===== src/ddrcm_consts.svh =====
// Constants for the DDR command and mode-register controller
`ifndef DDRCM_CONSTS_SVH
`define DDRCM_CONSTS_SVH

// Address field positions
`define DDRCM_BL_HI         2
`define DDRCM_BL_LO         0
`define DDRCM_SET_HI        6
`define DDRCM_OPM_LO        7
`define DDRCM_LOOP_RST_BIT  8
`define DDRCM_OPM_UP_LO     9
`define DDRCM_PRE_SEL_BIT   10
`define DDRCM_EXT_DLL_DIS   0

// Burst length codes
`define DDRCM_BL_CODE_2     3'h1
`define DDRCM_BL_CODE_4     3'h2
`define DDRCM_BL_CODE_8     3'h3

// Timing counts in memory clock slots
`define DDRCM_DLL_LOCK_CK   8'hc8
`define DDRCM_MRD_CK        2'h2

// Reset values
`define DDRCM_MR_RST        13'h0000
`define DDRCM_EMR_RST       13'h0000
`define DDRCM_MASK_RST      8'h00

`endif


===== src/ddrcm_pkg.sv =====
// Types for the DDR command and mode-register controller
package ddrcm_pkg;

  typedef enum logic [3:0] {
    CMD_NOP   = 4'h0,
    CMD_ACT   = 4'h1,
    CMD_RD    = 4'h2,
    CMD_WR    = 4'h3,
    CMD_BST   = 4'h4,
    CMD_PRE   = 4'h5,
    CMD_REF   = 4'h6,
    CMD_SREF  = 4'h7,
    CMD_LMR   = 4'h8,
    CMD_SREX  = 4'h9,
    CMD_DESEL = 4'ha
  } ddrcm_cmd_t;

  typedef enum logic [1:0] {
    ST_IDLE   = 2'b00,
    ST_WAIT   = 2'b01,
    ST_LOOPRS = 2'b10,
    ST_NORMAL = 2'b11
  } ddrcm_state_t;

endpackage


===== src/ddrcm_pin_if.sv =====
// Command to pin-strobe bundle between controller and encoder
`timescale 1ns/1ps
interface ddrcm_pin_if #(
  parameter int AW = 13
);
  ddrcm_pkg::ddrcm_cmd_t cmd;
  logic [1:0]            ba_in;
  logic [AW-1:0]         addr_in;
  logic                  cs_n;
  logic                  ras_n;
  logic                  cas_n;
  logic                  we_n;
  logic [1:0]            ba_out;
  logic [AW-1:0]         addr_out;

  modport ctrl (output cmd, output ba_in, output addr_in,
                input cs_n, input ras_n, input cas_n, input we_n, input ba_out, input addr_out);
  modport enc  (input cmd, input ba_in, input addr_in,
                output cs_n, output ras_n, output cas_n, output we_n, output ba_out, output addr_out);
endinterface


===== src/ddrcm_cmd_enc.sv =====
// Command encoder: command code to chip-select and strobe levels
`timescale 1ns/1ps
module ddrcm_cmd_enc (
  ddrcm_pin_if.enc pif
);

  // Strobe levels {cs_n, ras_n, cas_n, we_n}
  function automatic logic [3:0] enc_strobes(input ddrcm_pkg::ddrcm_cmd_t c);
    case (c)
      ddrcm_pkg::CMD_DESEL: enc_strobes = 4'hf;
      ddrcm_pkg::CMD_ACT:   enc_strobes = 4'h3;
      ddrcm_pkg::CMD_RD:    enc_strobes = 4'h5;
      ddrcm_pkg::CMD_WR:    enc_strobes = 4'h4;
      ddrcm_pkg::CMD_BST:   enc_strobes = 4'h6;
      ddrcm_pkg::CMD_PRE:   enc_strobes = 4'h2;
      ddrcm_pkg::CMD_REF:   enc_strobes = 4'h1;
      ddrcm_pkg::CMD_SREF:  enc_strobes = 4'h1;
      ddrcm_pkg::CMD_LMR:   enc_strobes = 4'h0;
      default:              enc_strobes = 4'h7;
    endcase
  endfunction

  wire [3:0] strobes_w;
  wire       addr_used_w;

  assign strobes_w = enc_strobes(pif.cmd);
  // Address only carried where the command consumes it
  assign addr_used_w = (pif.cmd == ddrcm_pkg::CMD_ACT) || (pif.cmd == ddrcm_pkg::CMD_RD) ||
                       (pif.cmd == ddrcm_pkg::CMD_WR) || (pif.cmd == ddrcm_pkg::CMD_PRE) ||
                       (pif.cmd == ddrcm_pkg::CMD_LMR);

  assign pif.cs_n     = strobes_w[3];
  assign pif.ras_n    = strobes_w[2];
  assign pif.cas_n    = strobes_w[1];
  assign pif.we_n     = strobes_w[0];
  assign pif.ba_out   = addr_used_w ? pif.ba_in : 2'h0;
  assign pif.addr_out = addr_used_w ? pif.addr_in : '0;

endmodule


===== src/ddrcm_ctrl.sv =====
// DDR command and mode-register controller driving the memory pins
`timescale 1ns/1ps
`include "ddrcm_consts.svh"

module ddrcm_ctrl #(
  parameter int AW      = 13,
  parameter int CK_HALF = 1
) (
  // Clock and reset
  input  wire logic                  mclk_i,
  input  wire logic                  rstn_i,
  // User request
  input  wire logic                  req_valid_i,
  input  wire ddrcm_pkg::ddrcm_cmd_t req_cmd_i,
  input  wire logic [1:0]            req_bank_i,
  input  wire logic [AW-1:0]         req_addr_i,
  input  wire logic [7:0]            req_mask_i,
  // User status
  output logic                       req_ready_o,
  output logic                       req_done_o,
  output logic                       req_err_o,
  output logic                       dll_ready_o,
  // Memory pins
  output logic                       mem_ck_o,
  output logic                       mem_ck_n_o,
  output logic                       mem_cke_o,
  output logic                       mem_cs_n_o,
  output logic                       mem_ras_n_o,
  output logic                       mem_cas_n_o,
  output logic                       mem_we_n_o,
  output logic [1:0]                 bank_bit_o,
  output logic [AW-1:0]              mem_addr_o,
  output logic                       write_mask_o
);

  localparam int HW = (CK_HALF > 1) ? $clog2(CK_HALF) : 1;
  // Upper operating-mode bits legal: all zero, or only the loop reset bit
  function automatic logic op_mode_ok(input logic [AW-1:0] a);
    op_mode_ok = (a[AW-1:`DDRCM_OPM_UP_LO] == '0) && !a[`DDRCM_OPM_LO];
  endfunction

  // Burst length in clock slots from the base register code
  function automatic logic [2:0] burst_slots(input logic [2:0] code);
    case (code)
      `DDRCM_BL_CODE_2: burst_slots = 3'h1;
      `DDRCM_BL_CODE_4: burst_slots = 3'h2;
      `DDRCM_BL_CODE_8: burst_slots = 3'h4;
      default:          burst_slots = 3'h1;
    endcase
  endfunction

  ddrcm_pkg::ddrcm_state_t state_q, state_d;
  logic [HW-1:0]  half_cnt_q;
  logic           ck_q, ck_n_q;
  logic           cke_q;
  logic           cs_n_q, ras_n_q, cas_n_q, we_n_q;
  logic [1:0]     ba_q;
  logic [AW-1:0]  addr_q;
  logic           ready_q, done_q, err_q, dll_rdy_q;
  ddrcm_pkg::ddrcm_cmd_t hcmd_q;
  logic [1:0]     hba_q;
  logic [AW-1:0]  haddr_q;
  logic [7:0]     hmask_q;
  logic [AW-1:0]  mr_q;
  logic [AW-1:0]  emr_q;
  logic [3:0]     open_q;
  logic [2:0]     burst_q;
  logic           rd_noap_q;
  logic [7:0]     dll_cnt_q;
  logic [1:0]     gap_q;
  logic [7:0]     wm_sr_q;
  logic [3:0]     wm_beats_q;
  logic [1:0]     wm_dly_q;
  logic           wmask_q;

  ddrcm_pin_if #(.AW(AW)) pin_if ();
  ddrcm_cmd_enc u_enc (
    .pif (pin_if.enc)
  );

  // Clock divider and slot ticks
  wire half_tick = (half_cnt_q == HW'(CK_HALF - 1));
  wire slot_tick = half_tick && ck_q;

  // Held request decode
  wire is_lmr     = (hcmd_q == ddrcm_pkg::CMD_LMR);
  wire lmr_base   = is_lmr && (hba_q == 2'h0);
  wire lmr_ext    = is_lmr && (hba_q == 2'h1);
  wire pre_sel    = haddr_q[`DDRCM_PRE_SEL_BIT];
  wire bank_open  = open_q[hba_q];
  wire all_idle   = (open_q == 4'h0) && (burst_q == 3'h0);
  wire gap_zero   = (gap_q == 2'h0);

  // Legality of the held command against device state
  wire lmr_ok  = all_idle && (lmr_ext || (lmr_base && op_mode_ok(haddr_q)));
  wire cmd_ok =
    (hcmd_q == ddrcm_pkg::CMD_SREX)  ? !cke_q :
    !cke_q                           ? 1'b0 :
    (hcmd_q == ddrcm_pkg::CMD_NOP)   ? 1'b1 :
    (hcmd_q == ddrcm_pkg::CMD_DESEL) ? 1'b1 :
    (hcmd_q == ddrcm_pkg::CMD_ACT)   ? !bank_open :
    (hcmd_q == ddrcm_pkg::CMD_RD)    ? bank_open && (dll_cnt_q == 8'h00) && !emr_q[`DDRCM_EXT_DLL_DIS] :
    (hcmd_q == ddrcm_pkg::CMD_WR)    ? bank_open :
    (hcmd_q == ddrcm_pkg::CMD_BST)   ? (burst_q != 3'h0) && rd_noap_q :
    (hcmd_q == ddrcm_pkg::CMD_PRE)   ? 1'b1 :
    (hcmd_q == ddrcm_pkg::CMD_REF)   ? all_idle :
    (hcmd_q == ddrcm_pkg::CMD_SREF)  ? all_idle :
    is_lmr                           ? lmr_ok : 1'b0;

  wire wait_go   = (state_q == ddrcm_pkg::ST_WAIT) && slot_tick && gap_zero;
  wire user_iss  = wait_go && cmd_ok;
  wire auto_iss  = slot_tick && gap_zero &&
                   ((state_q == ddrcm_pkg::ST_LOOPRS) || (state_q == ddrcm_pkg::ST_NORMAL));
  // Automatic mode writes keep the chosen low settings
  wire [AW-1:0] auto_addr = (state_q == ddrcm_pkg::ST_LOOPRS) ?
                            (AW'(mr_q[`DDRCM_SET_HI:0]) | (AW'(1) << `DDRCM_LOOP_RST_BIT)) :
                            AW'(mr_q[`DDRCM_SET_HI:0]);

  // Command presented to the encoder
  wire ddrcm_pkg::ddrcm_cmd_t sel_cmd =
    auto_iss ? ddrcm_pkg::CMD_LMR :
    (user_iss && hcmd_q != ddrcm_pkg::CMD_SREX) ? hcmd_q : ddrcm_pkg::CMD_NOP;
  assign pin_if.cmd     = sel_cmd;
  assign pin_if.ba_in   = auto_iss ? 2'h0 : hba_q;
  assign pin_if.addr_in = auto_iss ? auto_addr : haddr_q;

  // Register updates on issue
  wire iss_lmr_base = (user_iss && lmr_base) || auto_iss;
  wire [AW-1:0] lmr_val = auto_iss ? auto_addr : haddr_q;
  wire ext_dll_on   = user_iss && lmr_ext && !haddr_q[`DDRCM_EXT_DLL_DIS];
  wire iss_rdwr     = user_iss && ((hcmd_q == ddrcm_pkg::CMD_RD) || (hcmd_q == ddrcm_pkg::CMD_WR));
  wire iss_wr       = user_iss && (hcmd_q == ddrcm_pkg::CMD_WR);
  wire [2:0] bl_sl  = burst_slots(mr_q[`DDRCM_BL_HI:`DDRCM_BL_LO]);
  // Next state
  always_comb begin
    state_d = state_q;
    case (state_q)
      ddrcm_pkg::ST_IDLE:   if (req_valid_i && ready_q) state_d = ddrcm_pkg::ST_WAIT;
      ddrcm_pkg::ST_WAIT: begin
        if (wait_go) begin
          if (user_iss && lmr_base && haddr_q[`DDRCM_LOOP_RST_BIT]) begin
            state_d = ddrcm_pkg::ST_NORMAL;
          end else if (ext_dll_on) begin
            state_d = ddrcm_pkg::ST_LOOPRS;
          end else begin
            state_d = ddrcm_pkg::ST_IDLE;
          end
        end
      end
      ddrcm_pkg::ST_LOOPRS: if (auto_iss) state_d = ddrcm_pkg::ST_NORMAL;
      ddrcm_pkg::ST_NORMAL: if (auto_iss) state_d = ddrcm_pkg::ST_IDLE;
      default: state_d = ddrcm_pkg::ST_IDLE;
    endcase
  end

  // Memory clock divider
  always_ff @(posedge mclk_i or negedge rstn_i) begin
    if (!rstn_i) begin
      half_cnt_q <= '0;
      ck_q       <= 1'b0;
      ck_n_q     <= 1'b1;
    end else begin
      half_cnt_q <= half_tick ? '0 : half_cnt_q + HW'(1);
      ck_q       <= half_tick ? !ck_q : ck_q;
      ck_n_q     <= half_tick ? ck_q : ck_n_q;
    end
  end

  // State and user handshake
  always_ff @(posedge mclk_i or negedge rstn_i) begin
    if (!rstn_i) begin
      state_q   <= ddrcm_pkg::ST_IDLE;
      ready_q   <= 1'b0;
      done_q    <= 1'b0;
      err_q     <= 1'b0;
      dll_rdy_q <= 1'b0;
    end else begin
      state_q   <= state_d;
      ready_q   <= (state_d == ddrcm_pkg::ST_IDLE);
      done_q    <= user_iss;
      err_q     <= wait_go && !cmd_ok;
      dll_rdy_q <= (dll_cnt_q == 8'h00) && !ext_dll_on && !(user_iss && hcmd_q == ddrcm_pkg::CMD_SREX);
    end
  end

  // Held request
  always_ff @(posedge mclk_i or negedge rstn_i) begin
    if (!rstn_i) begin
      hcmd_q  <= ddrcm_pkg::CMD_NOP;
      hba_q   <= 2'h0;
      haddr_q <= '0;
      hmask_q <= `DDRCM_MASK_RST;
    end else if (req_valid_i && ready_q) begin
      hcmd_q  <= req_cmd_i;
      hba_q   <= req_bank_i;
      haddr_q <= req_addr_i;
      hmask_q <= req_mask_i;
    end
  end

  // Pins change on the falling memory clock edge, stable at the rising one
  always_ff @(posedge mclk_i or negedge rstn_i) begin
    if (!rstn_i) begin
      {cs_n_q, ras_n_q, cas_n_q, we_n_q} <= 4'hf;
      {ba_q, addr_q}                     <= '0;
    end else if (slot_tick) begin
      {cs_n_q, ras_n_q, cas_n_q, we_n_q} <= {pin_if.cs_n, pin_if.ras_n, pin_if.cas_n, pin_if.we_n};
      {ba_q, addr_q}                     <= {pin_if.ba_out, pin_if.addr_out};
    end
  end

  // Clock enable and loop lock count
  always_ff @(posedge mclk_i or negedge rstn_i) begin
    if (!rstn_i) begin
      cke_q     <= 1'b1;
      dll_cnt_q <= `DDRCM_DLL_LOCK_CK;
    end else begin
      if (user_iss && hcmd_q == ddrcm_pkg::CMD_SREF) begin
        cke_q <= 1'b0;
      end else if (user_iss && hcmd_q == ddrcm_pkg::CMD_SREX) begin
        cke_q <= 1'b1;
      end
      if (ext_dll_on || (user_iss && hcmd_q == ddrcm_pkg::CMD_SREX)) begin
        dll_cnt_q <= `DDRCM_DLL_LOCK_CK;
      end else if (slot_tick && cke_q && dll_cnt_q != 8'h00) begin
        dll_cnt_q <= dll_cnt_q - 8'h01;
      end
    end
  end

  // Mode register shadows and post-write gap
  always_ff @(posedge mclk_i or negedge rstn_i) begin
    if (!rstn_i) begin
      mr_q  <= AW'(`DDRCM_MR_RST);
      emr_q <= AW'(`DDRCM_EMR_RST);
      gap_q <= 2'h0;
    end else begin
      if (iss_lmr_base) begin
        mr_q <= lmr_val & ~(AW'(1) << `DDRCM_LOOP_RST_BIT);
      end
      if (user_iss && lmr_ext) begin
        emr_q <= haddr_q;
      end
      if (iss_lmr_base || (user_iss && lmr_ext)) begin
        gap_q <= `DDRCM_MRD_CK;
      end else if (slot_tick && !gap_zero) begin
        gap_q <= gap_q - 2'h1;
      end
    end
  end

  // Bank and burst tracking
  always_ff @(posedge mclk_i or negedge rstn_i) begin
    if (!rstn_i) begin
      open_q    <= 4'h0;
      burst_q   <= 3'h0;
      rd_noap_q <= 1'b0;
    end else begin
      if (user_iss && hcmd_q == ddrcm_pkg::CMD_ACT) begin
        open_q[hba_q] <= 1'b1;
      end else if (user_iss && hcmd_q == ddrcm_pkg::CMD_PRE) begin
        open_q <= pre_sel ? 4'h0 : (open_q & ~(4'h1 << hba_q));
      end else if (iss_rdwr && pre_sel) begin
        open_q[hba_q] <= 1'b0;
      end
      if (iss_rdwr) begin
        burst_q   <= bl_sl;
        rd_noap_q <= (hcmd_q == ddrcm_pkg::CMD_RD) && !pre_sel;
      end else if (user_iss && hcmd_q == ddrcm_pkg::CMD_BST) begin
        burst_q <= 3'h0;
      end else if (slot_tick && burst_q != 3'h0) begin
        burst_q <= burst_q - 3'h1;
      end
    end
  end

  // Write mask beats, one per memory clock edge
  always_ff @(posedge mclk_i or negedge rstn_i) begin
    if (!rstn_i) begin
      wm_sr_q    <= `DDRCM_MASK_RST;
      wm_beats_q <= 4'h0;
      wm_dly_q   <= 2'h0;
      wmask_q    <= 1'b0;
    end else if (iss_wr) begin
      wm_sr_q    <= hmask_q;
      wm_beats_q <= {bl_sl, 1'b0};
      wm_dly_q   <= 2'h2;
    end else if (half_tick) begin
      if (wm_dly_q != 2'h0) begin
        wm_dly_q <= wm_dly_q - 2'h1;
      end else if (wm_beats_q != 4'h0) begin
        wmask_q    <= wm_sr_q[0];
        wm_sr_q    <= {1'b0, wm_sr_q[7:1]};
        wm_beats_q <= wm_beats_q - 4'h1;
      end else begin
        wmask_q <= 1'b0;
      end
    end
  end

  assign req_ready_o  = ready_q;
  assign req_done_o   = done_q;
  assign req_err_o    = err_q;
  assign dll_ready_o  = dll_rdy_q;
  assign mem_ck_o     = ck_q;
  assign mem_ck_n_o   = ck_n_q;
  assign mem_cke_o    = cke_q;
  assign mem_cs_n_o   = cs_n_q;
  assign mem_ras_n_o  = ras_n_q;
  assign mem_cas_n_o  = cas_n_q;
  assign mem_we_n_o   = we_n_q;
  assign bank_bit_o   = ba_q;
  assign mem_addr_o   = addr_q;
  assign write_mask_o = wmask_q;

endmodule


===== config.mk =====
export PLATFORM = sky130hd
export DESIGN_NAME = ddrcm_ctrl
export DESIGN_NICKNAME = d
export VERILOG_FILES = /design/src/ddrcm_pkg.sv /design/src/ddrcm_pin_if.sv /design/src/ddrcm_cmd_enc.sv /design/src/ddrcm_ctrl.sv
export VERILOG_INCLUDE_DIRS = /design/src
export SDC_FILE = /design/constraint.sdc
export NUM_CORES = 1
export LEC_CHECK = 0
export BUFFER_PORTS_ARGS = -buffer_cell sky130_fd_sc_hd__buf_2
export CELL_PAD_IN_SITES_DETAIL_PLACEMENT = 1
export CELL_PAD_IN_SITES_GLOBAL_PLACEMENT = 2
export CORE_MARGIN = 5
export CORE_UTILIZATION = 35
export CTS_BUF_LIST = sky130_fd_sc_hd__clkbuf_16
export CTS_CLUSTER_DIAMETER = 40
export DETAILED_ROUTE_END_ITERATION = 16
export GPL_TIMING_DRIVEN = 0
export PLACE_DENSITY_LB_ADDON = 0.1
export SLEW_MARGIN = 20
export SYNTH_ARGS = -nofsm -noshare
export SYNTH_HDL_FRONTEND = slang
export SYNTH_SLANG_ARGS = --single-unit

===== constraint.sdc =====
create_clock -name mclk_i -period 3.3 [get_ports mclk_i]
set_input_delay 0.33 -clock mclk_i [delete_from_list [all_inputs] [get_ports mclk_i]]
set_output_delay 0.33 -clock mclk_i [all_outputs]
set_load 0.02 [all_outputs]

Word-level counts from Yosys, hierarchy flattened:

Memories as Yosys holds them, arrays and structs flattened. A register that Yosys moved wholly into a read port is not among the register bits.
Index checks and enable logic that the tools add are counted.

* bitwise logic cells: 8
* reductions and logical operators: 83
* order comparisons: 2
* mux-type cells: 57
* add/subtract/negate cells: 6
* shifts and indexed selects: 1
* equal/unequal tests: 24

Operators by type and width (number)
* $mux 8: 6
* $mux 4: 10
* $logic_and 1x1->1: 38
* $mux 13: 2
* $mux 2: 13
* $eq 4x3->1 const B: 5
* $mux 1: 18
* $eq 4x2->1 const B: 4
* $eq 4x4->1 const B: 4
* $logic_not 1->1: 12
* $logic_not 4->1: 3
* $reduce_bool 2->1: 6
* $logic_or 1x1->1: 10
* $mux 3: 3
* $mux 9: 1
* $reduce_bool 3->1: 3
* $and 4x4->4: 2
* $eq 4x1->1 const B: 2
* $logic_not 2->1: 4
* $logic_not 8->1: 1
* $not 4->4: 2
* $pmux 2 s4: 1
* $reduce_bool 8->1: 1
* $sub 8x1->8 const B: 1
* 22 further kinds: 29

* bits in registers: 93
* ROM bits: 64
* output and inout port bits: 27
* word-level logic and storage cells: 208
* memories kept: 1

Memories
* (name not given): words 16, bits a word 4, read ports 1, clocked after memory_dff 1, write ports 0, line ddrcm_cmd_enc.sv:9 `case (c)`

Longest topological paths before layout:

* depth in word-level cells: 27
* mapped depth: 11

Cells and area by module:

Synthesis repeated with hierarchy kept, for this count alone.

* cells, all modules: 476
* area, all modules: 5068.6 um2

By module, submodules not included
* ddrcm_ctrl: area an instance 4712.0 um2, cells an instance 429, instances 1, seq. area each 2413.6 um2
* ddrcm_cmd_enc: area an instance 356.6 um2, cells an instance 47, instances 1, seq. area each 0.0 um2

Least setup slack after synthesis:

OpenSTA, ideal clock, no wires.

* path kind: register to register
* from: register burst_q[0]
* to: register mr_q[1]
* cell stages (with the launch flop): 12
* data arrival time: 2.591 ns
* path buffers: 1
* period minus slack after synthesis: 2.718 ns
* data required time: 3.172 ns
* slack: 0.582 ns
* path through: dfrtp_1 inv_1 ha_1 ha_1 nand2b_1 a2111oi_0 o211ai_1 a31oi_4 or2_1 buf_6 nand4_4 mux2_1

* cells in the longest elaborated chain, start to end: 18

Ends and longest elaborated chain
* start: declaration: line ddrcm_ctrl.sv:67 `logic [2:0] burst_q;`
* start signal: assignment: line ddrcm_ctrl.sv:267 `burst_q <= bl_sl;`
* start signal: assignment: line ddrcm_ctrl.sv:272 `burst_q <= burst_q - 3'h1;`
* $logic_not 3->1: line ddrcm_ctrl.sv:91 `wire all_idle = (open_q == 4'h0) && (burst_q == 3'h0);`
* $logic_and 1x1->1: line ddrcm_ctrl.sv:91
* $logic_and 1x1->1: line ddrcm_ctrl.sv:95 `wire lmr_ok = all_idle && (lmr_ext || (lmr_base && op_mode_ok(haddr_q)));`
* $mux 1: line ddrcm_ctrl.sv:108 `is_lmr ? lmr_ok : 1'b0;`
* $mux 1: line ddrcm_ctrl.sv:107 `(hcmd_q == ddrcm_pkg::CMD_SREF) ? all_idle :`
* $mux 1: line ddrcm_ctrl.sv:106 `(hcmd_q == ddrcm_pkg::CMD_REF) ? all_idle :`
* $mux 1: line ddrcm_ctrl.sv:105 `(hcmd_q == ddrcm_pkg::CMD_PRE) ? 1'b1 :`
* $mux 1 *: line ddrcm_ctrl.sv:104 `(hcmd_q == ddrcm_pkg::CMD_BST) ? (burst_q != 3'h0) && rd_noap_q :`
* (+3 left out)
* $mux 1 *: line ddrcm_ctrl.sv:100 `(hcmd_q == ddrcm_pkg::CMD_DESEL) ? 1'b1 :`
* $mux 1 *: line ddrcm_ctrl.sv:99 `(hcmd_q == ddrcm_pkg::CMD_NOP) ? 1'b1 :`
* $mux 1 *: line ddrcm_ctrl.sv:98 `!cke_q ? 1'b0 :`
* $mux 1 *: line ddrcm_ctrl.sv:97 `(hcmd_q == ddrcm_pkg::CMD_SREX) ? !cke_q :`
* $logic_and 1x1->1 *: line ddrcm_ctrl.sv:111 `wire user_iss = wait_go && cmd_ok;`
* net user_iss: line ddrcm_ctrl.sv:111
* $logic_and 1x1->1 *: line ddrcm_ctrl.sv:128 `wire iss_lmr_base = (user_iss && lmr_base) || auto_iss;`
* $logic_or 1x1->1 *: line ddrcm_ctrl.sv:128
* end signal: assignment: line ddrcm_ctrl.sv:234 `` mr_q <= AW'(`DDRCM_MR_RST); ``
* end signal: assignment: line ddrcm_ctrl.sv:239 `` mr_q <= lmr_val & ~(AW'(1) << `DDRCM_LOOP_RST_BIT); ``
* end: declaration: line ddrcm_ctrl.sv:64 `logic [AW-1:0] mr_q;`

Mark *: on every way through the listed nets, which the timed path passes. The rest lies on a longest branch.
A chain may end at the register's enable or synchronous reset.

Worst setup path in the final report:

Same ends and word-level chain as after synthesis.

==> impl_metrics.toml <==
[worst_setup_path]
crit_path_end_kind = "flip-flop"
cp_common_cell = "ha_1"
required_ps = 3530
crit_type = "reg2reg"
cp-start-kind = "flip-flop"
crit_path_max_fanout = 10
crit_arrival_ps = 3260
path_cells = "inv_1 > ha_1 > ha_1 > nand2b_1 > a2111oi_2 > o211ai_1 > a31oi_4 > or2_1 > buf_6 > nand4_4 > mux2_1"
critPathSlowestCell = "a2111oi_2"
cp_slowest_stage_delay_ps = 410

[sta]
timing.final.crit_share_pct = 91.7
fmax_ghz = 0.331
worst_pin_slew_ps = 721
slew_viol_final = 0
finalSetupViolations = 0
max-slew-margin-rel_pct = 51.9
rsz0062_at_grt = "false"
fin_skew_ps = 8.89
tns_ps = 0
hold_viol = 0
min_period_ps = 3030

[cts]
root_buffer = "clkbuf_16"
htreeDepth = 3
clock-sinks = 96
clk_pin_slew_ps = 70
cts_buffers = 9
clock_latency_ps = 350
postCtsSetupBuffers = 0
cts_tree = "yes"
clockBufferDepth = 2

[synthesis]
syn_inst = 430
synth.net_count = 466
ys_ff_latch = 96
yosysUniqueCellTypes = 61
yosys_most_used_dff = "dfrtp_1"
avgSynthCellArea_um2 = 10.7
ys_seq_area_share_pct = 52.4
netlist_area_um2 = 4600
async_flop_share_pct = 100
ys_warn_count = 0
synth-edff-count = 0

[die]
die-area_um2 = 15500
io-pin-count = 57
die_h_um = 125
core_um2 = 12800
start_util_pct = 36.0
rows = 41
die_width_um = 125

[grt]
busiest_layer = "met2"
grt_max_degree = 58
grt_first_pass_wirelength_um = 20100
met2_usage_pct = 26.0
grt.overflow.total = 0
grt_use_total_pct = 16.0
grt_use_met1_pct = 21.2
grt_pass1_vias = 3937
use_met3_pct = 3.09
antenna_found_initial = 0

[placed_design]
port_buffers = 56
routabilityCongestion = 0.766
dpl.hpwl_um = 8620

[power_and_ir_drop]
power_density_nw_per_um2 = 823
p_total_mw = 4.50
power.leakage_nw = 2.49
peakVddDrop_mv = 0.369

[route]
via_count = 3480
wirelength_um = 11800
drt-vias-per-instance = 5.16
ant_nets = 0
wl_per_cell_um = 17.5
drc = 0
firstDrtPassIters = 4
drt_iter0_markers = 144

[cells_and_area]
area_growth_pct = 18.8
drive_gt1_share_pct = 25.8
n_fill_cell = 1435
num-nets-final = 535
antenna_cells = 0

[status]
outcome = "finished clean"

[job]
cap_violations = 0

[hold_path]
min_path_type = "in2reg"
-- synth_stat cells (6+ instances only) --
master | count | share of area (%)
a22o_1 | 8 | 1.5
a31oi_1 | 8 | 1.1
inv_1 | 19 | 1.5
and3_1 | 7 | 0.95
xnor2_1 | 8 | 1.5
dfstp_2 | 9 | 5.1
nand3_1 | 9 | 0.98
a21oi_1 | 10 | 1.1
o21ai_0 | 9 | 0.98
nor3_1 | 8 | 0.87
ha_1 | 6 | 1.6
mux2_2 | 35 | 8.6
nor2_1 | 45 | 3.7
a311oi_1 | 9 | 1.7
nand2b_1 | 12 | 1.6
nand2_1 | 47 | 3.8
clkbuf_1 | 16 | 1.3
dfrtp_1 | 87 | 47
-- flip-flops by register name (all words and copies together) (netlist names), 2 cells and up --
register / cells
mr_q: 7
hcmd_q: 4
mem_addr_o: 13
open_q: 4
wm_beats_q: 4
wm_dly_q: 2
hmask_q: 8
gap_q: 2
state_q: 2
wm_sr_q: 8
hba_q: 2
haddr_q: 13
burst_q: 3
bank_bit_o: 2
dll_cnt_q: 8
-- kinds of logic (layout without fill, tap and decap cells) --
family / after synthesis / in the layout / share of synthesized area [%]
AO/OA/AOI/OAI: 83 / 83 / 14.0
AND/OR/NAND/NOR: 155 / 155 / 16.9
XOR/XNOR: 12 / 12 / 2.28
multiplexers: 38 / 38 / 9.24
flip-flops: 96 / 96 / 52.4
buffers and inverters: 40 / 113 / 3.53
adder cells (fa/ha/maj): 6 / 6 / 1.63
-- area by class of cell --
cell class	instances	area [µm²]	share of cell area, %
well taps	172	215	3.94
multi-input cells	294	2030	37.2
flip-flops and latches	96	2410	44.2
clock buffers	9	225	4.12
inverters	19	71.3	1.30
repair buffers	58	324	5.93
plain buffers	21	91.3	1.67
clock inverters	6	92.6	1.69
-- report_power, final --
part | total (mW) | switching [mW] | internal, mW | leakage (nW)
combinational | 1.54 | 0.870 | 0.671 | 1.16
clock | 1.13 | 0.461 | 0.667 | 0.154
sequential | 1.83 | 0.275 | 1.55 | 1.18
total | 4.50 | 1.60 | 2.89 | 2.49
-- per-layer routing --
metal	wire length, µm	share of wire [%]
met2	5550	47
met1	5630	48
met5	0	0
met4	221	1.9
met3	427	3.6
-- critical path, delay by kind of cell (launching register included) --
family | cells | cell delay (ps)
AND/OR/NAND/NOR | 3 | 570
adder cells (fa/ha/maj) | 2 | 420
AO/OA/AOI/OAI | 3 | 980
flip-flops | 1 | 360
multiplexers | 1 | 370
buffers and inverters | 2 | 200
-- stage by stage --
stage               instance area [µm²]  worst slack (ps)  util [%]  hold WS (ps)  cells
finish                             5470               275      42.8           210    675
CTS                                5460              43.6      42.7           194    675
floorplan                          4600               582         -          34.4    430
global placement                   5100              66.9      39.9           462    658
global route                       5470              22.4      42.8           192    675
detailed placement                 5130              83.3      40.2           271    659
-- placed cells by master (no fill, tap or decap), drive strengths merged, types with 2 or more instances in the layout --
cell	netlist	layout
mux2	36	36
a41oi	2	2
a32o	2	2
a21oi	10	10
or4b	2	2
a22oi	2	2
o22a	2	2
a31oi	9	9
xor2	4	4
o31ai	4	4
o211ai	3	3
nand2b	12	12
nand4	3	3
nor4	4	4
or4	2	2
ha	6	6
o211a	2	2
a21o	5	5
bufinv	0	2
nand2	47	47
a22o	8	8
a221o	4	4
inv	19	21
nor3	8	8
mux2i	2	2
nor2	45	45
nor2b	4	4
dfrtp	87	87
xnor2	8	8
and3	7	7
and2	4	4
buf	5	62
o21ai	9	9
a311oi	9	9
or2	2	2
dfstp	9	9
o21a	2	2
nand3	9	9
clkbuf	16	25
-- path summary, 6_finish.rpt --
path / startpoint / endpoint / slack [ps] / cells past startpoint
hold reg to reg: write_mask_o / write_mask_o / 490 / 1
setup / recovery: burst_q[0] / mr_q[1] / 270 / 11
setup reg to reg: burst_q[0] / mr_q[1] / 270 / 11
min in group asynchronous: rstn_i / dll_cnt_q[2] / 470 / 2
max in group asynchronous: rstn_i / mem_we_n_o / 2160 / 3
hold / removal: req_mask_i[4] / hmask_q[4] / 210 / 2
-- repair_timing --
action / in CTS / in global routing
resized for setup: 0 / 2
hold buffers: 1 / 0
endpoints found under the hold margin: 32 / 0
setup endpoints to repair: 0 / 28
Note: power is estimated with default switching activity, not from simulation.
